File: src/verilog/ict_pkg.sv
// Constants for the instruction cycle timing sequencer
package ict_pkg;

  // ==================================================
  // Instruction word fields
  localparam int unsigned OP_W = 16;
  localparam logic [4:0] EXT_PREFIX = 5'h03; // Bits 15:11 of 1800h..1FFFh
  localparam logic [2:0] JUMP_TOP = 3'h1; // Bits 15:13 = 001
  localparam logic [5:0] FMT2_TOP = 6'h04; // Bits 15:10 = 000100

  // Single-operand op field, bits 9:7
  localparam logic [2:0] F2_RRC = 3'h0;
  localparam logic [2:0] F2_BYTE_SWAP = 3'h1;
  localparam logic [2:0] F2_RRA = 3'h2;
  localparam logic [2:0] F2_SXT = 3'h3;
  localparam logic [2:0] F2_PUSH = 3'h4;
  localparam logic [2:0] F2_CALL = 3'h5;
  localparam logic [2:0] F2_RETURN_FROM_INTERRUPT = 3'h6;

  // Double-operand op field, bits 15:12
  localparam logic [3:0] F1_MOV = 4'h4;
  localparam logic [3:0] F1_CMP = 4'h9;
  localparam logic [3:0] F1_BIT = 4'hB;

  // Register numbers with special timing
  localparam logic [3:0] REG_PC = 4'h0;
  localparam logic [3:0] REG_SP = 4'h1;
  localparam logic [3:0] REG_SR = 4'h2;
  localparam logic [3:0] REG_CG = 4'h3;

  // Word that a subroutine return is encoded as (move @SP+ to PC)
  localparam logic [15:0] RET_WORD = 16'h4130;

  // ==================================================
  // Fixed cycle counts
  localparam logic [2:0] CYC_RETURN_FROM_INTERRUPT = 3'h5;
  localparam logic [2:0] CYC_RET = 3'h4;
  localparam logic [2:0] CYC_IRQ = 3'h6;
  localparam logic [2:0] CYC_RST = 3'h4;
  localparam logic [2:0] CYC_JUMP = 3'h2;

  // Operand class for timing lookup
  typedef enum logic [2:0] {
    ICT_AM_REG = 3'h0,
    ICT_AM_IND = 3'h1,
    ICT_AM_IMM = 3'h2,
    ICT_AM_IDX = 3'h3,
    ICT_AM_ABS = 3'h4
  } ict_am_t;

  // Sequencer states, Gray along reset -> fetch -> exec
  typedef enum logic [1:0] {
    ICT_ST_RESET = 2'b00,
    ICT_ST_FETCH = 2'b01,
    ICT_ST_EXEC = 2'b11,
    ICT_ST_IRQ = 2'b10
  } ict_state_t;

endpackage : ict_pkg

File: src/verilog/ict_seq.sv
// Instruction cycle timing and length sequencer
module ict_seq (
  input wire logic clk,
  input wire logic reset_n,
  input wire logic wdt_reset,
  input wire logic pin_reset,
  input wire logic irq_req,
  input wire logic op_valid,
  input wire logic [15:0] op_word,
  output logic fetch_req,
  output logic ins_start,
  output logic [2:0] ins_cycles,
  output logic [1:0] ins_words,
  output logic ext_active,
  output logic ext_reg_layout,
  output logic wide_operands,
  output logic illegal_mode,
  output logic irq_entry,
  output logic busy
);

  // ==================================================
  // Decode helpers
  function automatic ict_pkg::ict_am_t src_class(input logic [1:0] as,
                                                 input logic [3:0] rs);
    ict_pkg::ict_am_t c;
    c = ict_pkg::ICT_AM_REG;
    if (rs == ict_pkg::REG_CG) begin
      c = ict_pkg::ICT_AM_REG; // Constant generator acts as register
    end else if (rs == ict_pkg::REG_SR && as != 2'h0) begin
      c = (as == 2'h1) ? ict_pkg::ICT_AM_ABS : ict_pkg::ICT_AM_REG;
    end else begin
      unique case (as)
        2'h0: c = ict_pkg::ICT_AM_REG;
        2'h1: c = ict_pkg::ICT_AM_IDX;
        2'h2: c = ict_pkg::ICT_AM_IND;
        2'h3: c = (rs == ict_pkg::REG_PC) ? ict_pkg::ICT_AM_IMM :
                                            ict_pkg::ICT_AM_IND;
      endcase
    end
    return c;
  endfunction : src_class

  function automatic logic is_ext(input logic [15:0] w);
    return w[15:11] == ict_pkg::EXT_PREFIX;
  endfunction : is_ext

  // ==================================================
  // Single-operand cycle count by operand class
  function automatic logic [2:0] fmt2_cycles(input logic [2:0] op,
                                             input ict_pkg::ict_am_t c);
    logic [2:0] n;
    n = 3'h1;
    unique case (c)
      ict_pkg::ICT_AM_REG: begin
        if (op == ict_pkg::F2_PUSH) begin
          n = 3'h3;
        end else if (op == ict_pkg::F2_CALL) begin
          n = 3'h4;
        end else begin
          n = 3'h1;
        end
      end
      ict_pkg::ICT_AM_IND: begin
        if (op == ict_pkg::F2_CALL) begin
          n = 3'h4;
        end else begin
          n = 3'h3;
        end
      end
      ict_pkg::ICT_AM_IMM: begin
        if (op == ict_pkg::F2_CALL) begin
          n = 3'h4;
        end else begin
          n = 3'h3;
        end
      end
      ict_pkg::ICT_AM_IDX: begin
        if (op == ict_pkg::F2_CALL) begin
          n = 3'h5;
        end else begin
          n = 3'h4;
        end
      end
      ict_pkg::ICT_AM_ABS: begin
        if (op == ict_pkg::F2_CALL) begin
          n = 3'h6;
        end else begin
          n = 3'h4;
        end
      end
    endcase
    return n;
  endfunction : fmt2_cycles

  // Single-operand length: an operand word follows in immediate, indexed and absolute modes
  function automatic logic [1:0] fmt2_words(input ict_pkg::ict_am_t c);
    logic [1:0] n;
    n = 2'h2;
    if (c == ict_pkg::ICT_AM_REG || c == ict_pkg::ICT_AM_IND) begin
      n = 2'h1;
    end
    return n;
  endfunction : fmt2_words

  // Double-operand cycle count by source class and destination kind
  function automatic logic [2:0] fmt1_cycles(input ict_pkg::ict_am_t c,
                                             input logic mem,
                                             input logic pc);
    logic [2:0] n;
    n = 3'h1;
    unique case (c)
      ict_pkg::ICT_AM_REG: begin
        n = mem ? 3'h4 : (pc ? 3'h3 : 3'h1);
      end
      ict_pkg::ICT_AM_IND: begin
        n = mem ? 3'h5 : (pc ? 3'h4 : 3'h2);
      end
      ict_pkg::ICT_AM_IMM: begin
        n = mem ? 3'h5 : (pc ? 3'h3 : 3'h2);
      end
      ict_pkg::ICT_AM_IDX, ict_pkg::ICT_AM_ABS: begin
        n = mem ? 3'h6 : (pc ? 3'h5 : 3'h3);
      end
    endcase
    return n;
  endfunction : fmt1_cycles

  // Double-operand length: op word, plus source and destination words
  function automatic logic [1:0] fmt1_words(input ict_pkg::ict_am_t c,
                                            input logic mem);
    logic [1:0] n;
    n = 2'h1;
    if (c == ict_pkg::ICT_AM_IMM || c == ict_pkg::ICT_AM_IDX ||
        c == ict_pkg::ICT_AM_ABS) begin
      n = n + 2'h1;
    end
    if (mem) begin
      n = n + 2'h1;
    end
    return n;
  endfunction : fmt1_words

  // Operations that finish one cycle early on a memory destination
  function automatic logic early_finish(input logic [3:0] op);
    return op == ict_pkg::F1_MOV || op == ict_pkg::F1_CMP ||
           op == ict_pkg::F1_BIT;
  endfunction : early_finish

  // ==================================================
  // Combinational lookup of cycles and words
  ict_pkg::ict_am_t sc;
  logic [2:0] cyc_nxt;
  logic [1:0] words_nxt;
  logic bad_nxt;
  logic reg_modes;
  logic [2:0] f2op;
  logic [3:0] f1op;
  logic dst_mem;
  logic dst_pc;

  // Format first, then addressing modes, then the operation where it changes the count
  always_comb begin
    f2op = op_word[9:7];
    f1op = op_word[15:12];
    dst_mem = op_word[7];
    dst_pc = op_word[3:0] == ict_pkg::REG_PC;
    sc = ict_pkg::ICT_AM_REG;
    cyc_nxt = 3'h1;
    words_nxt = 2'h1;
    bad_nxt = 1'b0;
    reg_modes = op_word[5:4] == 2'h0;
    if (op_word == ict_pkg::RET_WORD) begin
      cyc_nxt = ict_pkg::CYC_RET;
      words_nxt = 2'h1;
    end else if (op_word[15:10] == ict_pkg::FMT2_TOP) begin
      sc = src_class(op_word[5:4], op_word[3:0]);
      if (f2op == ict_pkg::F2_RETURN_FROM_INTERRUPT) begin
        cyc_nxt = ict_pkg::CYC_RETURN_FROM_INTERRUPT;
        words_nxt = 2'h1;
      end else begin
        cyc_nxt = fmt2_cycles(f2op, sc);
        words_nxt = fmt2_words(sc);
        bad_nxt = sc == ict_pkg::ICT_AM_IMM &&
                  f2op != ict_pkg::F2_CALL &&
                  f2op != ict_pkg::F2_PUSH;
      end
    end else if (op_word[15:13] == ict_pkg::JUMP_TOP) begin
      cyc_nxt = ict_pkg::CYC_JUMP;
      words_nxt = 2'h1;
      reg_modes = 1'b0;
    end else begin
      sc = src_class(op_word[5:4], op_word[11:8]);
      cyc_nxt = fmt1_cycles(sc, dst_mem, dst_pc);
      words_nxt = fmt1_words(sc, dst_mem);
      reg_modes = reg_modes && !dst_mem;
      if (dst_mem && early_finish(f1op)) begin
        cyc_nxt = cyc_nxt - 3'h1;
      end
    end
  end

  // ==================================================
  // Sequencer state and cycle counter
  ict_pkg::ict_state_t state_r;
  logic [2:0] cnt_r;
  logic ext_pend_r;
  logic decode;
  logic last;

  // A word is taken only when an interrupt does not win the fetch slot
  assign last = cnt_r == 3'h1;
  assign decode = state_r == ict_pkg::ICT_ST_FETCH && op_valid &&
                  !(irq_req && !ext_pend_r);

  // State transitions; all three reset sources restart the sequence
  always_ff @(posedge clk) begin
    if (!reset_n || wdt_reset || pin_reset) begin
      state_r <= ict_pkg::ICT_ST_RESET;
      cnt_r <= ict_pkg::CYC_RST;
    end else begin
      unique case (state_r)
        ict_pkg::ICT_ST_RESET, ict_pkg::ICT_ST_IRQ: begin
          if (last) begin
            state_r <= ict_pkg::ICT_ST_FETCH;
          end else begin
            cnt_r <= cnt_r - 3'h1;
          end
        end
        ict_pkg::ICT_ST_FETCH: begin
          if (irq_req && !ext_pend_r) begin
            state_r <= ict_pkg::ICT_ST_IRQ;
            cnt_r <= ict_pkg::CYC_IRQ;
          end else if (op_valid && !is_ext(op_word)) begin
            state_r <= ict_pkg::ICT_ST_EXEC;
            cnt_r <= cyc_nxt;
          end
        end
        ict_pkg::ICT_ST_EXEC: begin
          if (last) begin
            state_r <= ict_pkg::ICT_ST_FETCH;
          end else begin
            cnt_r <= cnt_r - 3'h1;
          end
        end
      endcase
    end
  end

  // Extension prefix latch, cleared when its instruction starts
  always_ff @(posedge clk) begin
    if (!reset_n || wdt_reset || pin_reset) begin
      ext_pend_r <= 1'b0;
    end else if (decode && is_ext(op_word)) begin
      ext_pend_r <= 1'b1;
    end else if (decode) begin
      ext_pend_r <= 1'b0;
    end
  end

  // Registered outputs
  always_ff @(posedge clk) begin
    if (!reset_n) begin
      fetch_req <= 1'b0;
      ins_start <= 1'b0;
      ins_cycles <= 3'h0;
      ins_words <= 2'h0;
      ext_active <= 1'b0;
      ext_reg_layout <= 1'b0;
      wide_operands <= 1'b0;
      illegal_mode <= 1'b0;
      irq_entry <= 1'b0;
      busy <= 1'b1;
    end else begin
      fetch_req <= state_r == ict_pkg::ICT_ST_FETCH ||
                   (state_r != ict_pkg::ICT_ST_FETCH && last);
      ins_start <= decode && !is_ext(op_word);
      if (decode && !is_ext(op_word)) begin
        ins_cycles <= cyc_nxt;
        ins_words <= words_nxt;
        illegal_mode <= bad_nxt;
        wide_operands <= ext_pend_r;
        ext_active <= ext_pend_r;
        ext_reg_layout <= ext_pend_r && reg_modes;
      end
      irq_entry <= state_r == ict_pkg::ICT_ST_IRQ;
      busy <= state_r != ict_pkg::ICT_ST_FETCH;
    end
  end

endmodule : ict_seq

File: config.mk
export PLATFORM = sky130hd
export DESIGN_NAME = ict_seq
export DESIGN_NICKNAME = d
export VERILOG_FILES = /design/src/verilog/ict_pkg.sv /design/src/verilog/ict_seq.sv
export SDC_FILE = /design/constraint.sdc
export NUM_CORES = 1
export LEC_CHECK = 0
export BUFFER_PORTS_ARGS = -buffer_cell sky130_fd_sc_hd__buf_2
export CAP_MARGIN = 10
export CELL_PAD_IN_SITES_DETAIL_PLACEMENT = 0
export CELL_PAD_IN_SITES_GLOBAL_PLACEMENT = 1
export CORE_UTILIZATION = 42
export CTS_BUF_LIST = sky130_fd_sc_hd__clkbuf_4
export DETAILED_ROUTE_END_ITERATION = 8
export PLACE_DENSITY = 0.94
export SYNTH_ARGS = -nofsm -noshare
export SYNTH_HDL_FRONTEND = slang
export SYNTH_SLANG_ARGS = --single-unit
export TNS_END_PERCENT = 20
File: constraint.sdc
create_clock -name clk -period 3.9 [get_ports clk]
set_input_delay 0.585 -clock clk [delete_from_list [all_inputs] [get_ports clk]]
set_output_delay 0.585 -clock clk [all_outputs]
set_load 0.005 [all_outputs]
==> flow_summary.html, run 1 <==
<table>
<tr><th>Metric</th><th>Value</th></tr>
<tr><th colspan="2">Clocking</th></tr>
<tr><td>Number of setup buffers added after CTS</td><td>0</td></tr>
<tr><td>Clock buffer depth</td><td>2</td></tr>
<tr><td>Number of buffers created by CTS</td><td>3</td></tr>
<tr><td>Clock tree from TritonCTS</td><td>built</td></tr>
<tr><td>Number of sinks on the clock net</td><td>18</td></tr>
<tr><td>Quantity of hold-fixing buffers added after cts</td><td>0</td></tr>
<tr><td>Clock insertion delay at the later pin of the skew report</td><td>~0.3 ns</td></tr>
<tr><td>Clock slew at the register clock pins of the worst setup and hold paths</td><td>approximately 0.1 ns</td></tr>
<tr><td>CTS Root Buffer Type</td><td>sky130_fd_sc_hd__clkbuf_4</td></tr>
<tr><td>PostCTS Resize Cnt</td><td>0</td></tr>
<tr><td>Maximum level of the CTS H-tree</td><td>1</td></tr>
<tr><th colspan="2">Synthesis</th></tr>
<tr><td>Summed instance area of the synthesized netlist</td><td>~1300 um2</td></tr>
<tr><td>Synthesized area per cell</td><td>7.70 um2</td></tr>
<tr><td>Post-synthesis net count</td><td>about 200</td></tr>
<tr><td>Fraction of the mapped netlist area in simple logic gates</td><td>approximately a third</td></tr>
<tr><td>Share of synthesized area spent on multiplexers</td><td>0.860%</td></tr>
<tr><td>Count of cell types in the netlist</td><td>a little under 50</td></tr>
<tr><td>Gate Count Post-Synth</td><td>170</td></tr>
<tr><td>XOR/XNOR share of the synthesized area</td><td>0%</td></tr>
<tr><td>Post-synthesis sequential element count</td><td>18</td></tr>
<tr><td>Synthesized-area fraction occupied by adder cells</td><td>about 3.8%</td></tr>
<tr><td>Synth Flop Type</td><td>sky130_fd_sc_hd__dfxtp_1</td></tr>
<tr><td>Post-synthesis sequential area ratio</td><td>between 20 and 30%</td></tr>
<tr><td>Dominant combinational cell family by area after synthesis</td><td>simple AND/OR/NAND/NOR gates</td></tr>
<tr><td>Post-synthesis compound-gate area fraction</td><td>28.9%</td></tr>
<tr><td>Yosys warns</td><td>0</td></tr>
<tr><td>Number of flops mapped to enable cells by yosys</td><td>0</td></tr>
<tr><td>Proportion of register bits with asynchronous set or reset after synthesis</td><td>0%</td></tr>
<tr><th colspan="2">Pwr</th></tr>
<tr><td>Pwr per Cell Area</td><td>about 240 nW/um2</td></tr>
<tr><td>IR drop worst, VDD</td><td>just over 0.08 mV</td></tr>
<tr><td>P_leak</td><td>between 0.6 and 0.7 nW</td></tr>
<tr><th colspan="2">STA</th></tr>
<tr><td>Tmin final</td><td>2.21 ns</td></tr>
<tr><td>Highest clock rate</td><td>around 450 MHz</td></tr>
<tr><td>Slew @ Worst Pin</td><td>approximately 0.46 ns</td></tr>
<tr><td>Clock tree skew after final layout</td><td>approximately 0.010 ns</td></tr>
<tr><td>Number of hold violations in the final report</td><td>0</td></tr>
<tr><td>RSZ-0062 raised after global routing</td><td>false</td></tr>
<tr><td>Final Max Slew Viols</td><td>0</td></tr>
<tr><td>Aggregate negative setup slack</td><td>0 ns</td></tr>
<tr><td>Normalized max-slew margin</td><td>69.2%</td></tr>
<tr><td>Final count of negative-setup-slack endpoints</td><td>0</td></tr>
<tr><td>Part of the cycle the worst path needs</td><td>~57%</td></tr>
<tr><th colspan="2">Setup path</th></tr>
<tr><td>Worst setup EP type</td><td>register</td></tr>
<tr><td>Worst Path Max Fanout</td><td>5</td></tr>
<tr><td>Required time worst endpoint</td><td>4.14 ns</td></tr>
<tr><td>Critical path arrival</td><td>approximately 2.5 ns</td></tr>
<tr><td>Worst setup path category</td><td>in -&gt; reg</td></tr>
<tr><td>Kind of launch point of the worst setup path</td><td>primary input</td></tr>
<tr><th colspan="2">GRT</th></tr>
<tr><td>Number of antenna violations at the first check in global routing</td><td>0</td></tr>
<tr><td>Largest net degree at the start of global routing</td><td>17</td></tr>
<tr><td>Vias in the first global route</td><td>around 1200</td></tr>
<tr><td>Global routing usage summed across all routing layers</td><td>around a fifth</td></tr>
<tr><td>Remaining global-route overflow</td><td>0</td></tr>
<tr><td>Wire length of the first global-routing pass</td><td>5300 um</td></tr>
<tr><th colspan="2">Status</th></tr>
<tr><td>Result of the run</td><td>complete, but fails checks</td></tr>
<tr><td>Violated checks</td><td>DRC</td></tr>
<tr><th colspan="2">Floorplanning</th></tr>
<tr><td>Die Y</td><td>between 50 and 60 um</td></tr>
<tr><td>Initial Util</td><td>roughly 46%</td></tr>
<tr><td>Die area</td><td>roughly 3300 um2</td></tr>
<tr><td>Number of core rows</td><td>19</td></tr>
<tr><td>Die Span X</td><td>about 58 um</td></tr>
<tr><td>Core Box Area</td><td>2850 um2</td></tr>
<tr><td>Boundary Pins</td><td>35</td></tr>
<tr><th colspan="2">Routing</th></tr>
<tr><td>Detailed-router iteration count before antenna repair</td><td>6</td></tr>
<tr><td>Number of antenna-violating nets in the routed design</td><td>0</td></tr>
<tr><td>Avg WL per Cell</td><td>roughly 14 um</td></tr>
<tr><td>Residual DRC count</td><td>4</td></tr>
<tr><td>Average vias per placed instance</td><td>~6</td></tr>
<tr><td>Number of vias in the routed layout</td><td>around 1400</td></tr>
<tr><td>Initial drt markers</td><td>62</td></tr>
<tr><td>Total wire length after detailed routing</td><td>around 3200 um</td></tr>
<tr><th colspan="2">Place</th></tr>
<tr><td>Detailed placement HPWL</td><td>2500 um</td></tr>
<tr><td>Routability congestion estimate from global placement</td><td>between 0.8 and 0.9</td></tr>
<tr><td>Port Buffers</td><td>34</td></tr>
<tr><th colspan="2">Final layout</th></tr>
<tr><td>Most frequent cells in the layout</td><td>sky130_fd_sc_hd__buf_2 (34), sky130_fd_sc_hd__nand2_1 (20), sky130_fd_sc_hd__dfxtp_1 (18)</td></tr>
<tr><td>Diode count</td><td>0</td></tr>
<tr><td>Leading cell type in the layout, fill and taps excluded</td><td>sky130_fd_sc_hd__buf_2</td></tr>
<tr><td>Utilization after layout</td><td>roughly 53%</td></tr>
<tr><td>Layout overhead on the synthesized area</td><td>14.6%</td></tr>
<tr><td>Total Nets Final</td><td>approximately 230</td></tr>
<tr><td>Ratio of cells with drive above 1 in the final layout</td><td>approximately 24%</td></tr>
<tr><th colspan="2">Run</th></tr>
<tr><td>Max-capacitance violation count</td><td>0</td></tr>
<tr><th colspan="2">Hold path</th></tr>
<tr><td>HP Class</td><td>reg -&gt; reg</td></tr>
</table>
==> synth_stat cells (all sizes together), types with 2 or more instances <==
library cell | n | share of area [%]
nor3 | 3 | 1.1
or3b | 2 | 1.3
nand2b | 6 | 2.9
nand3b | 3 | 1.7
or4b | 2 | 2.1
nand2 | 20 | 5.7
and2 | 2 | 0.96
a21o | 2 | 1.2
clkbuf | 7 | 2.0
nor2b | 3 | 1.4
and3 | 2 | 0.96
o22ai | 3 | 1.4
nand4 | 6 | 2.9
a22oi | 4 | 2.3
buf | 3 | 1.3
a21boi | 5 | 2.9
nor3b | 3 | 2.1
or3 | 3 | 1.4
o21ai | 14 | 5.4
inv | 6 | 1.7
nand3 | 5 | 2.3
dfxtp | 18 | 28
ha | 4 | 3.8
nor4 | 2 | 2.1
a21oi | 14 | 5.4
o31a | 2 | 1.3
nor2 | 10 | 2.9
a31oi | 2 | 1.9
==> final timing paths <==
check | startpoint | endpoint | slack (ns) | depth (start not counted)
worst max-delay path | op_word[0] | cnt_r[1]$_SDFFE_PP0P_ | 1.69 | 8
worst min-delay path | ins_words[1]$_SDFFE_PN0P_ | ins_words[1]$_SDFFE_PN0P_ | 0.46 | 2
worst max register to register | state_r[1]$_SDFFE_PP0P_ | ins_cycles[1]$_SDFFE_PN0P_ | 2.18 | 5
worst min register to register | ins_words[1]$_SDFFE_PN0P_ | ins_words[1]$_SDFFE_PN0P_ | 0.46 | 2
==> cell type report <==
class / instances / area (um2)
fillers: 284 / 1350
multi-input cells: 136 / 882
flip-flops and latches: 18 / 360
repair buffers: 34 / 170
well taps: 31 / 38.8
clock buffers: 3 / 22.5
inverters: 6 / 22.5
clock inverters: 1 / 3.75
==> flip-flops by register name (all words and copies together) (netlist names) <==
| register | flops |
|---|---|
| busy | 1 |
| fetch_req | 1 |
| irq_entry | 1 |
| illegal_mode | 1 |
| ins_start | 1 |
| cnt_r | 3 |
| ext_reg_layout | 1 |
| wide_operands | 1 |
| ext_pend_r | 1 |
| ins_words | 2 |
| ins_cycles | 3 |
| state_r | 2 |
==> critical path: stages <==
cell and delay [ns]:
sky130_fd_sc_hd__buf_2 0.13, sky130_fd_sc_hd__nor4_4 0.39, sky130_fd_sc_hd__o21ai_0 0.19, sky130_fd_sc_hd__o32ai_1 0.32, sky130_fd_sc_hd__ha_1 0.29, sky130_fd_sc_hd__a22oi_1 0.26
sky130_fd_sc_hd__nand4_1 0.14, sky130_fd_sc_hd__a21oi_1 0.13
==> layer usage <==
| metal | up-vias | global-route usage (%) | wire length [um] |
|---|---|---|---|
| met5 | - | 0 | 0 |
| li1 | 684 | - | - |
| met1 | 634 | 27.4 | 1540 |
| met4 | 0 | 7.82 | 34 |
| met3 | 4 | 2.23 | 191 |
| met2 | 54 | 32.3 | 1420 |
==> per-stage QoR <==
| step | cells | power, mW | setup WS, ns | hold WS, ns | instance area [um2] |
|---|---|---|---|---|---|
| finish | 229 | 0.354 | 1.69 | 0.463 | 1500 |
| global route | 229 | 0.371 | 1.58 | 0.493 | 1500 |
| CTS | 229 | 0.354 | 1.74 | 0.463 | 1500 |
| global placement | 225 | 0.260 | 1.53 | 0.438 | 1470 |
| detailed placement | 225 | 0.262 | 1.44 | 0.452 | 1470 |
| floorplan | 170 | 0.236 | 1.71 | 0.447 | 1310 |
==> cells by family (layout without fill, tap and decap cells) <==
logic type | after synthesis | after routing
compound gates | 56 | 56
fa+ha+maj | 4 | 4
buf+inv | 16 | 44
flops | 18 | 18
mux | 1 | 1
simple gates | 75 | 75
==> report_power, final <==
part           internal, mW  switching, mW  total, mW  leakage, nW
clock                0.0373         0.0570     0.0943       0.0154
combinational        0.0298         0.0434     0.0732        0.462
sequential            0.185        0.00152      0.187        0.145
total                 0.252          0.102      0.354        0.622
Note: power is estimated with default switching activity, not from simulation.
==> inputs of run 2 (changes only) <==
--- a/config.mk
+++ b/config.mk
@@ -5,14 +5,15 @@
 export SDC_FILE = /design/constraint.sdc
 export NUM_CORES = 1
 export LEC_CHECK = 0
+export ABC_AREA = 1
 export BUFFER_PORTS_ARGS = -buffer_cell sky130_fd_sc_hd__buf_2
 export CAP_MARGIN = 10
 export CELL_PAD_IN_SITES_DETAIL_PLACEMENT = 0
 export CELL_PAD_IN_SITES_GLOBAL_PLACEMENT = 1
-export CORE_UTILIZATION = 42
+export CORE_UTILIZATION = 33
 export CTS_BUF_LIST = sky130_fd_sc_hd__clkbuf_4
 export DETAILED_ROUTE_END_ITERATION = 8
-export PLACE_DENSITY = 0.94
+export PLACE_DENSITY = 0.85
 export SYNTH_ARGS = -nofsm -noshare
 export SYNTH_HDL_FRONTEND = slang
 export SYNTH_SLANG_ARGS = --single-unit
==> constraint.sdc (replaced) <==
create_clock -name clk -period 2 [get_ports clk]
set_input_delay 0.3 -clock clk [delete_from_list [all_inputs] [get_ports clk]]
set_output_delay 0.3 -clock clk [all_outputs]
set_load 0.005 [all_outputs]
==> run 2 against run 1 <==
The flow now finishes without violations. Power is 100% higher. Worst setup slack worse by 1.4 ns. Routed wire length up 2.8%. Critical endpoint unchanged. Highest routed layer is now met3.
==> flow_summary.html, run 2 <==
<table>
<tr><th>Metric</th><th>Value</th></tr>
<tr><th colspan="2">Status</th></tr>
<tr><td>Result of the run</td><td>finished clean</td></tr>
<tr><th colspan="2">GRT</th></tr>
<tr><td>Number of antenna violations at the first check in global routing</td><td>0</td></tr>
<tr><td>Wire length of the first global-routing pass</td><td>5900 um</td></tr>
<tr><td>Vias in the first global route</td><td>roughly 1400</td></tr>
<tr><td>Global routing usage summed across all routing layers</td><td>17.3%</td></tr>
<tr><td>Remaining global-route overflow</td><td>0</td></tr>
<tr><td>Largest net degree at the start of global routing</td><td>11</td></tr>
<tr><th colspan="2">STA</th></tr>
<tr><td>Worst hold slack</td><td>0.217 ns</td></tr>
<tr><td>Clock tree skew after final layout</td><td>just over 0.005 ns</td></tr>
<tr><td>Highest clock rate</td><td>roughly 590 MHz</td></tr>
<tr><td>Slew @ Worst Pin</td><td>between 0.3 and 0.4 ns</td></tr>
<tr><td>Final Max Slew Viols</td><td>0</td></tr>
<tr><td>Normalized max-slew margin</td><td>between 70% and 80%</td></tr>
<tr><td>Final count of negative-setup-slack endpoints</td><td>0</td></tr>
<tr><td>Number of hold violations in the final report</td><td>0</td></tr>
<tr><td>Tmin final</td><td>roughly 1.7 ns</td></tr>
<tr><td>RSZ-0062 raised after global routing</td><td>false</td></tr>
<tr><td>Part of the cycle the worst path needs</td><td>between 80% and 90%</td></tr>
<tr><th colspan="2">Synthesis</th></tr>
<tr><td>Synthesized area per cell</td><td>about 6.0 um2</td></tr>
<tr><td>Gate Count Post-Synth</td><td>around 220</td></tr>
<tr><td>Post-synth top cells</td><td>sky130_fd_sc_hd__nand2_1 (59), sky130_fd_sc_hd__inv_1 (37), sky130_fd_sc_hd__nor2_1 (22)</td></tr>
<tr><td>Fraction of synthesized cell area taken by the top area cell type</td><td>27.2%</td></tr>
<tr><td>Count of cell types in the netlist</td><td>25</td></tr>
<tr><td>Dominant cell type by area after synthesis</td><td>sky130_fd_sc_hd__dfxtp_1</td></tr>
<tr><td>Summed instance area of the synthesized netlist</td><td>1320 um2</td></tr>
<tr><td>Number of flops mapped to enable cells by yosys</td><td>0</td></tr>
<tr><td>Proportion of register bits with asynchronous set or reset after synthesis</td><td>0%</td></tr>
<tr><td>Post-synthesis sequential area ratio</td><td>27.2%</td></tr>
<tr><td>Yosys warns</td><td>0</td></tr>
<tr><td>Post-synthesis net count</td><td>roughly 250</td></tr>
<tr><td>Synth Flop Type</td><td>sky130_fd_sc_hd__dfxtp_1</td></tr>
<tr><td>Dominant cell by count in the synthesized netlist</td><td>sky130_fd_sc_hd__nand2_1</td></tr>
<tr><td>Post-synthesis sequential element count</td><td>18</td></tr>
<tr><td>Dominant cells by area after synthesis</td><td>sky130_fd_sc_hd__dfxtp_1 (27%), sky130_fd_sc_hd__nand2_1 (17%), sky130_fd_sc_hd__inv_1 (10%)</td></tr>
<tr><th colspan="2">Setup path</th></tr>
<tr><td>Capture instance of the worst register-to-register path</td><td>cnt_r[2]$_SDFFE_PP1P_</td></tr>
<tr><td>Kind of launch point of the worst setup path</td><td>primary input</td></tr>
<tr><td>Setup crit start</td><td>op_word[11]</td></tr>
<tr><td>Worst R2R Setup Slack</td><td>approximately 0.42 ns</td></tr>
<tr><td>FF-to-FF Start</td><td>state_r[0]$_SDFFE_PP0P_</td></tr>
<tr><td>Endpoint of the worst setup timing path</td><td>cnt_r[1]$_SDFFE_PP0P_</td></tr>
<tr><td>Path depth of the worst reg2reg path</td><td>11</td></tr>
<tr><td>Required time worst endpoint</td><td>approximately 2.3 ns</td></tr>
<tr><td>Critical path arrival</td><td>1.95 ns</td></tr>
<tr><td>Worst Path Max Fanout</td><td>5</td></tr>
<tr><td>Worst setup EP type</td><td>register</td></tr>
<tr><td>Worst setup path category</td><td>in -&gt; reg</td></tr>
<tr><th colspan="2">Clocking</th></tr>
<tr><td>Clock buffer depth</td><td>2</td></tr>
<tr><td>Clock insertion delay at the later pin of the skew report</td><td>~0.3 ns</td></tr>
<tr><td>CTS Root Buffer Type</td><td>sky130_fd_sc_hd__clkbuf_4</td></tr>
<tr><td>Number of buffers created by CTS</td><td>3</td></tr>
<tr><td>Quantity of hold-fixing buffers added after cts</td><td>0</td></tr>
<tr><td>Number of setup buffers added after CTS</td><td>0</td></tr>
<tr><td>Maximum level of the CTS H-tree</td><td>1</td></tr>
<tr><td>Clock tree from TritonCTS</td><td>built</td></tr>
<tr><td>Clock slew at the register clock pins of the worst setup and hold paths</td><td>between 0.1 and 0.15 ns</td></tr>
<tr><td>Number of sinks on the clock net</td><td>18</td></tr>
<tr><td>PostCTS Resize Cnt</td><td>0</td></tr>
<tr><th colspan="2">Routing</th></tr>
<tr><td>Number of vias in the routed layout</td><td>between 1000 and 1500</td></tr>
<tr><td>Residual DRC count</td><td>0</td></tr>
<tr><td>Avg WL per Cell</td><td>10.6 um</td></tr>
<tr><td>Detailed-router iteration count before antenna repair</td><td>4</td></tr>
<tr><td>Average vias per placed instance</td><td>approximately 4.6</td></tr>
<tr><td>Initial drt markers</td><td>85</td></tr>
<tr><td>Number of antenna-violating nets in the routed design</td><td>0</td></tr>
<tr><td>Total wire length after detailed routing</td><td>3280 um</td></tr>
<tr><th colspan="2">Floorplanning</th></tr>
<tr><td>Die area</td><td>4270 um2</td></tr>
<tr><td>Boundary Pins</td><td>35</td></tr>
<tr><td>Core Box Area</td><td>~3700 um2</td></tr>
<tr><td>Initial Util</td><td>~35%</td></tr>
<tr><td>Number of core rows</td><td>22</td></tr>
<tr><td>Die Y</td><td>between 60 and 70 um</td></tr>
<tr><td>Die Span X</td><td>~65 um</td></tr>
<tr><th colspan="2">Final layout</th></tr>
<tr><td>Ratio of cells with drive above 1 in the final layout</td><td>about a quarter</td></tr>
<tr><td>Biggest registers after layout</td><td>cnt_r x3, ins_cycles x3</td></tr>
<tr><td>Layout overhead on the synthesized area</td><td>21.6%</td></tr>
<tr><td>Total Nets Final</td><td>290</td></tr>
<tr><td>Leading cell type in the layout, fill and taps excluded</td><td>sky130_fd_sc_hd__nand2_1</td></tr>
<tr><td>Final non-filler cell area</td><td>roughly 1600 um2</td></tr>
<tr><td>Diode count</td><td>0</td></tr>
<tr><td>Most frequent cells in the layout</td><td>sky130_fd_sc_hd__nand2_1 (59), sky130_fd_sc_hd__inv_1 (37), sky130_fd_sc_hd__buf_2 (34)</td></tr>
<tr><th colspan="2">Place</th></tr>
<tr><td>Routability congestion estimate from global placement</td><td>~0.83</td></tr>
<tr><td>Detailed placement HPWL</td><td>2690 um</td></tr>
<tr><td>Port Buffers</td><td>34</td></tr>
<tr><td>Total cell area at the placement stage</td><td>roughly 1600 um2</td></tr>
<tr><th colspan="2">Hold path</th></tr>
<tr><td>HP Class</td><td>in -&gt; reg</td></tr>
<tr><td>Worst hold path startpoint</td><td>reset_n</td></tr>
<tr><th colspan="2">Run</th></tr>
<tr><td>Max-capacitance violation count</td><td>0</td></tr>
<tr><th colspan="2">Pwr</th></tr>
<tr><td>P_leak</td><td>0.890 nW</td></tr>
<tr><td>IR drop worst, VDD</td><td>between 0.3 and 0.4 mV</td></tr>
<tr><td>Pwr per Cell Area</td><td>about 450 nW/um2</td></tr>
</table>
## run 2: logic make-up (layout without fill, tap and decap cells)
group	after synthesis	count (layout)	share of synthesized area, %
AOI/OAI and AO/OA	31	31	12.9
buffers and inverters	44	86	13.0
adders and majority gates	4	4	3.78
DFF	18	18	27.2
and+or+nand+nor	124	124	43.1
## run 2: worst min-delay path by stage
stage	end	slack (ns)	depth (start not counted)
floorplan	busy$_SDFF_PN1_	0.37	1
global placement	irq_entry$_SDFF_PN0_	0.40	1
detailed placement	irq_entry$_SDFF_PN0_	0.40	1
CTS	busy$_SDFF_PN1_	0.21	2
global route	busy$_SDFF_PN1_	0.21	2
finish	busy$_SDFF_PN1_	0.22	2
## run 2: critical path: stages
cell and delay, ns:
sky130_fd_sc_hd__buf_2 0.12, sky130_fd_sc_hd__nor2_4 0.17, sky130_fd_sc_hd__nand2_1 0.11, sky130_fd_sc_hd__inv_1 0.06
sky130_fd_sc_hd__o21ai_0 0.11, sky130_fd_sc_hd__inv_1 0.08, sky130_fd_sc_hd__nand2_1 0.04, sky130_fd_sc_hd__nand3_1 0.09
sky130_fd_sc_hd__inv_1 0.05, sky130_fd_sc_hd__ha_1 0.27, sky130_fd_sc_hd__o21ai_0 0.16, sky130_fd_sc_hd__inv_1 0.05
sky130_fd_sc_hd__nand2_1 0.06, sky130_fd_sc_hd__nand2_1 0.06, sky130_fd_sc_hd__nand2_1 0.06, sky130_fd_sc_hd__nand2_1 0.06
sky130_fd_sc_hd__a21oi_2 0.10
## run 2: report_power, final
part           internal, mW  switching (mW)
clock network        0.0728           0.118
logic                0.0658           0.101
registers             0.361         0.00168
## run 2: per-layer routing
metal  part of all wire (%)  wire (um)  up-vias  track usage (%)
li1                       -          -      793                -
met1                     53       1730      616             23.9
met2                     43       1420       30             28.7
met3                    4.2        137        0             3.65
met4                      0          0        0            0.815
met5                      0          0        -                0
## run 2: layout make-up
class                           instances  area, um2
Fill cell                             445       2130
Multi-Input combinational cell        159        791
Sequential cell                        18        360
Timing Repair Buffer                   40        215
Inverter                               42        158
Tap cell                               48       60.1
Clock buffer                            3       22.5
Clock inverter                          1       3.75
## run 2: through the flow
| stage | power [mW] | util, % | setup TNS (ns) | setup slack (ns) | instances |
|---|---|---|---|---|---|
| after floorplan | 0.474 | - | 0 | 0.256 | 221 |
| after global placement | 0.537 | 42.3 | 0 | 0.0229 | 307 |
| after detailed placement | 0.537 | 42.3 | -0.0159 | -0.0159 | 307 |
| after CTS | 0.730 | 43.0 | 0 | 0.316 | 311 |
| after global routing | 0.775 | 43.0 | 0 | 0.0945 | 311 |
| final | 0.721 | 43.0 | 0 | 0.295 | 311 |
==> inputs of run 3 (changes only) <==
--- a/config.mk
+++ b/config.mk
@@ -14,6 +14,7 @@
 export CTS_BUF_LIST = sky130_fd_sc_hd__clkbuf_4
 export DETAILED_ROUTE_END_ITERATION = 8
 export PLACE_DENSITY = 0.85
+export SLEW_MARGIN = 15
 export SYNTH_ARGS = -nofsm -noshare
 export SYNTH_HDL_FRONTEND = slang
 export SYNTH_SLANG_ARGS = --single-unit
==> constraint.sdc (replaced) <==
create_clock -name clk -period 2 [get_ports clk]
set_input_delay 0.2 -clock clk [delete_from_list [all_inputs] [get_ports clk]]
set_output_delay 0.2 -clock clk [all_outputs]
set_load 0.005 [all_outputs]
==> run 3 against run 2 <==
Flip-flop and latch count is the same. Power shrank 2.0%. Sequential share of layout area grew 0.53 points. Clock-buffer cell count is the same. Critical path depth shrank 1. Clock skew is essentially flat. Die area is the same.
==> flow_summary.html, run 3 (synthesis results as in run 2) <==
<table>
<tr><th>Metric</th><th>Value</th></tr>
<tr><th colspan="2">Status</th></tr>
<tr><td>Result of the run</td><td>finished clean</td></tr>
<tr><th colspan="2">Final layout</th></tr>
<tr><td>Utilization after layout</td><td>approximately 42%</td></tr>
<tr><td>Most frequent cells in the layout</td><td>sky130_fd_sc_hd__nand2_1 (59), sky130_fd_sc_hd__inv_1 (37), sky130_fd_sc_hd__buf_2 (34)</td></tr>
<tr><td>Diode count</td><td>0</td></tr>
<tr><td>Ratio of cells with drive above 1 in the final layout</td><td>22.5%</td></tr>
<tr><td>Layout overhead on the synthesized area</td><td>18.8%</td></tr>
<tr><td>Biggest registers after layout</td><td>cnt_r x3, ins_cycles x3</td></tr>
<tr><td>Leading cell type in the layout, fill and taps excluded</td><td>sky130_fd_sc_hd__nand2_1</td></tr>
<tr><td>Total Nets Final</td><td>~290</td></tr>
<tr><td>Final-layout fill cell count</td><td>~430</td></tr>
<tr><th colspan="2">Setup path</th></tr>
<tr><td>Worst R2R Setup Slack</td><td>about 0.4 ns</td></tr>
<tr><td>Worst Path Max Fanout</td><td>5</td></tr>
<tr><td>Chain of cells forming the critical path</td><td>buf_2, nor2_4, nand2_1, nand3_1, nand2_1, a21oi_1, nand3_1, inv_1, ha_1, o21ai_0, inv_1, nand2_1, nand2_1, nand2_1, nand2_1, a21oi_2</td></tr>
<tr><td>Worst path slowest cell</td><td>sky130_fd_sc_hd__ha_1</td></tr>
<tr><td>Setup crit start</td><td>op_word[11]</td></tr>
<tr><td>Endpoint of the worst setup timing path</td><td>cnt_r[1]$_SDFFE_PP0P_</td></tr>
<tr><td>FF-to-FF Start</td><td>state_r[0]$_SDFFE_PP0P_</td></tr>
<tr><td>Worst setup path category</td><td>in -&gt; reg</td></tr>
<tr><td>Levels on crit path</td><td>16</td></tr>
<tr><td>Path depth of the worst reg2reg path</td><td>8</td></tr>
<tr><td>Capture instance of the worst register-to-register path</td><td>ext_reg_layout$_SDFFE_PN0P_</td></tr>
<tr><td>Maximum single-stage delay on the critical path</td><td>~0.21 ns</td></tr>
<tr><td>Sum of buffers and inverters on the critical path</td><td>3</td></tr>
<tr><td>Critical path arrival</td><td>between 1.5 and 2 ns</td></tr>
<tr><td>Required time worst endpoint</td><td>roughly 2.3 ns</td></tr>
<tr><td>Library cell appearing most often on the critical path</td><td>sky130_fd_sc_hd__nand2_1</td></tr>
<tr><td>Kind of launch point of the worst setup path</td><td>primary input</td></tr>
<tr><td>Gate family responsible for the most delay along the worst path</td><td>simple AND/OR/NAND/NOR gates</td></tr>
<tr><td>Worst setup EP type</td><td>register</td></tr>
<tr><th colspan="2">Place</th></tr>
<tr><td>Worst slack after detailed placement</td><td>0.0482 ns</td></tr>
<tr><td>Detailed placement HPWL</td><td>roughly 2700 um</td></tr>
<tr><td>Port Buffers</td><td>34</td></tr>
<tr><td>Routability congestion estimate from global placement</td><td>between 0.8 and 0.9</td></tr>
<tr><th colspan="2">Routing</th></tr>
<tr><td>Residual DRC count</td><td>0</td></tr>
<tr><td>Initial drt markers</td><td>between 60 and 70</td></tr>
<tr><td>Number of vias in the routed layout</td><td>between 1000 and 1500</td></tr>
<tr><td>Avg WL per Cell</td><td>10.7 um</td></tr>
<tr><td>Average vias per placed instance</td><td>4.61</td></tr>
<tr><td>Total wire length after detailed routing</td><td>3260 um</td></tr>
<tr><td>Detailed-router iteration count before antenna repair</td><td>4</td></tr>
<tr><td>Number of antenna-violating nets in the routed design</td><td>0</td></tr>
<tr><th colspan="2">Clocking</th></tr>
<tr><td>Clock buffer depth</td><td>2</td></tr>
<tr><td>Clock insertion delay at the later pin of the skew report</td><td>~0.30 ns</td></tr>
<tr><td>Maximum level of the CTS H-tree</td><td>1</td></tr>
<tr><td>PostCTS Resize Cnt</td><td>0</td></tr>
<tr><td>CTS Root Buffer Type</td><td>sky130_fd_sc_hd__clkbuf_4</td></tr>
<tr><td>Number of buffers created by CTS</td><td>3</td></tr>
<tr><td>Clock slew at the register clock pins of the worst setup and hold paths</td><td>around 0.10 ns</td></tr>
<tr><td>Quantity of hold-fixing buffers added after cts</td><td>0</td></tr>
<tr><td>Clock tree from TritonCTS</td><td>built</td></tr>
<tr><td>Number of setup buffers added after CTS</td><td>0</td></tr>
<tr><td>Number of sinks on the clock net</td><td>18</td></tr>
<tr><th colspan="2">STA</th></tr>
<tr><td>Tmin final</td><td>between 1.5 and 2 ns</td></tr>
<tr><td>Final Max Slew Viols</td><td>0</td></tr>
<tr><td>RSZ-0062 raised after global routing</td><td>false</td></tr>
<tr><td>Aggregate negative setup slack</td><td>0 ns</td></tr>
<tr><td>Final count of negative-setup-slack endpoints</td><td>0</td></tr>
<tr><td>Clock tree skew after final layout</td><td>0.00514 ns</td></tr>
<tr><td>Worst hold slack</td><td>0.119 ns</td></tr>
<tr><td>Part of the cycle the worst path needs</td><td>~80%</td></tr>
<tr><td>Number of hold violations in the final report</td><td>0</td></tr>
<tr><td>Slew @ Worst Pin</td><td>around 0.31 ns</td></tr>
<tr><td>Highest clock rate</td><td>between 600 and 700 MHz</td></tr>
<tr><td>Normalized max-slew margin</td><td>between 70% and 80%</td></tr>
<tr><td>Worst setup margin</td><td>~0.37 ns</td></tr>
<tr><th colspan="2">Floorplanning</th></tr>
<tr><td>Core Box Area</td><td>about 3700 um2</td></tr>
<tr><td>Number of core rows</td><td>22</td></tr>
<tr><td>Initial Util</td><td>approximately 35%</td></tr>
<tr><td>Boundary Pins</td><td>35</td></tr>
<tr><td>Die area</td><td>around 4300 um2</td></tr>
<tr><td>Die Y</td><td>~65 um</td></tr>
<tr><td>Die Span X</td><td>roughly 65 um</td></tr>
<tr><th colspan="2">Pwr</th></tr>
<tr><td>IR drop worst, VDD</td><td>approximately 0.3 mV</td></tr>
<tr><td>Pwr per Cell Area</td><td>449 nW/um2</td></tr>
<tr><td>P_leak</td><td>between 0.8 and 0.9 nW</td></tr>
<tr><td>Pwr Total</td><td>0.707 mW</td></tr>
<tr><th colspan="2">GRT</th></tr>
<tr><td>Number of antenna violations at the first check in global routing</td><td>0</td></tr>
<tr><td>Wire length of the first global-routing pass</td><td>5700 um</td></tr>
<tr><td>Remaining global-route overflow</td><td>0</td></tr>
<tr><td>Vias in the first global route</td><td>around 1300</td></tr>
<tr><td>Largest net degree at the start of global routing</td><td>11</td></tr>
<tr><td>Global routing usage summed across all routing layers</td><td>between 15 and 20%</td></tr>
<tr><th colspan="2">Hold path</th></tr>
<tr><td>HP Class</td><td>in -&gt; reg</td></tr>
<tr><th colspan="2">Run</th></tr>
<tr><td>Max-capacitance violation count</td><td>0</td></tr>
</table>
[run 3: cell count changes in the layout (fill, tap and decap cells not counted)]
cell / change
sky130_fd_sc_hd__buf_4: -5
[run 3: area by class of cell]
| type | count | area (um2) | area share [%] |
|---|---|---|---|
| Clock inverter | 1 | 3.75 | 0.239 |
| Sequential cell | 18 | 360 | 22.9 |
| Multi-Input combinational cell | 159 | 791 | 50.3 |
| Timing Repair Buffer | 35 | 178 | 11.3 |
| Clock buffer | 3 | 22.5 | 1.43 |
| Tap cell | 48 | 60.1 | 3.82 |
| Inverter | 42 | 158 | 10.0 |
[run 3: metrics by stage]
stage	std cells	instance area, um2
2_1_floorplan	221	1320
4_1_cts	306	1570
3_3_place_gp	302	1550
5_1_grt	306	1570
3_5_place_dp	302	1550
6_report	306	1570
[run 3: layer usage]
metal / wire [um] / track usage [%] / up-vias / share of wire (%)
li1: - / - / 778 / -
met1: 1760 / 24.1 / 605 / 54
met2: 1350 / 25.8 / 26 / 41
met3: 133 / 3.99 / 2 / 4.1
met4: 17 / 3.26 / 0 / 0.52
met5: 0 / 0 / - / 0
[run 3: worst min path at each step]
| stage | cells after the start | from | end | slack [ns] |
|---|---|---|---|---|
| 6_report | 2 | reset_n | busy$_SDFF_PN1_ | 0.12 |
| 5_1_grt | 2 | reset_n | busy$_SDFF_PN1_ | 0.13 |
| 4_1_cts | 2 | reset_n | busy$_SDFF_PN1_ | 0.12 |
| 3_5_place_dp | 1 | state_r[0]$_SDFFE_PP0P_ | irq_entry$_SDFF_PN0_ | 0.40 |
| 3_3_place_gp | 1 | state_r[0]$_SDFFE_PP0P_ | irq_entry$_SDFF_PN0_ | 0.40 |
| 2_1_floorplan | 1 | reset_n | busy$_SDFF_PN1_ | 0.27 |
[run 3: power breakdown]
part           total, mW  switching [mW]  internal [mW]
combinational      0.157          0.0981         0.0585
sequential         0.363         0.00162          0.361
clock              0.187           0.115         0.0728
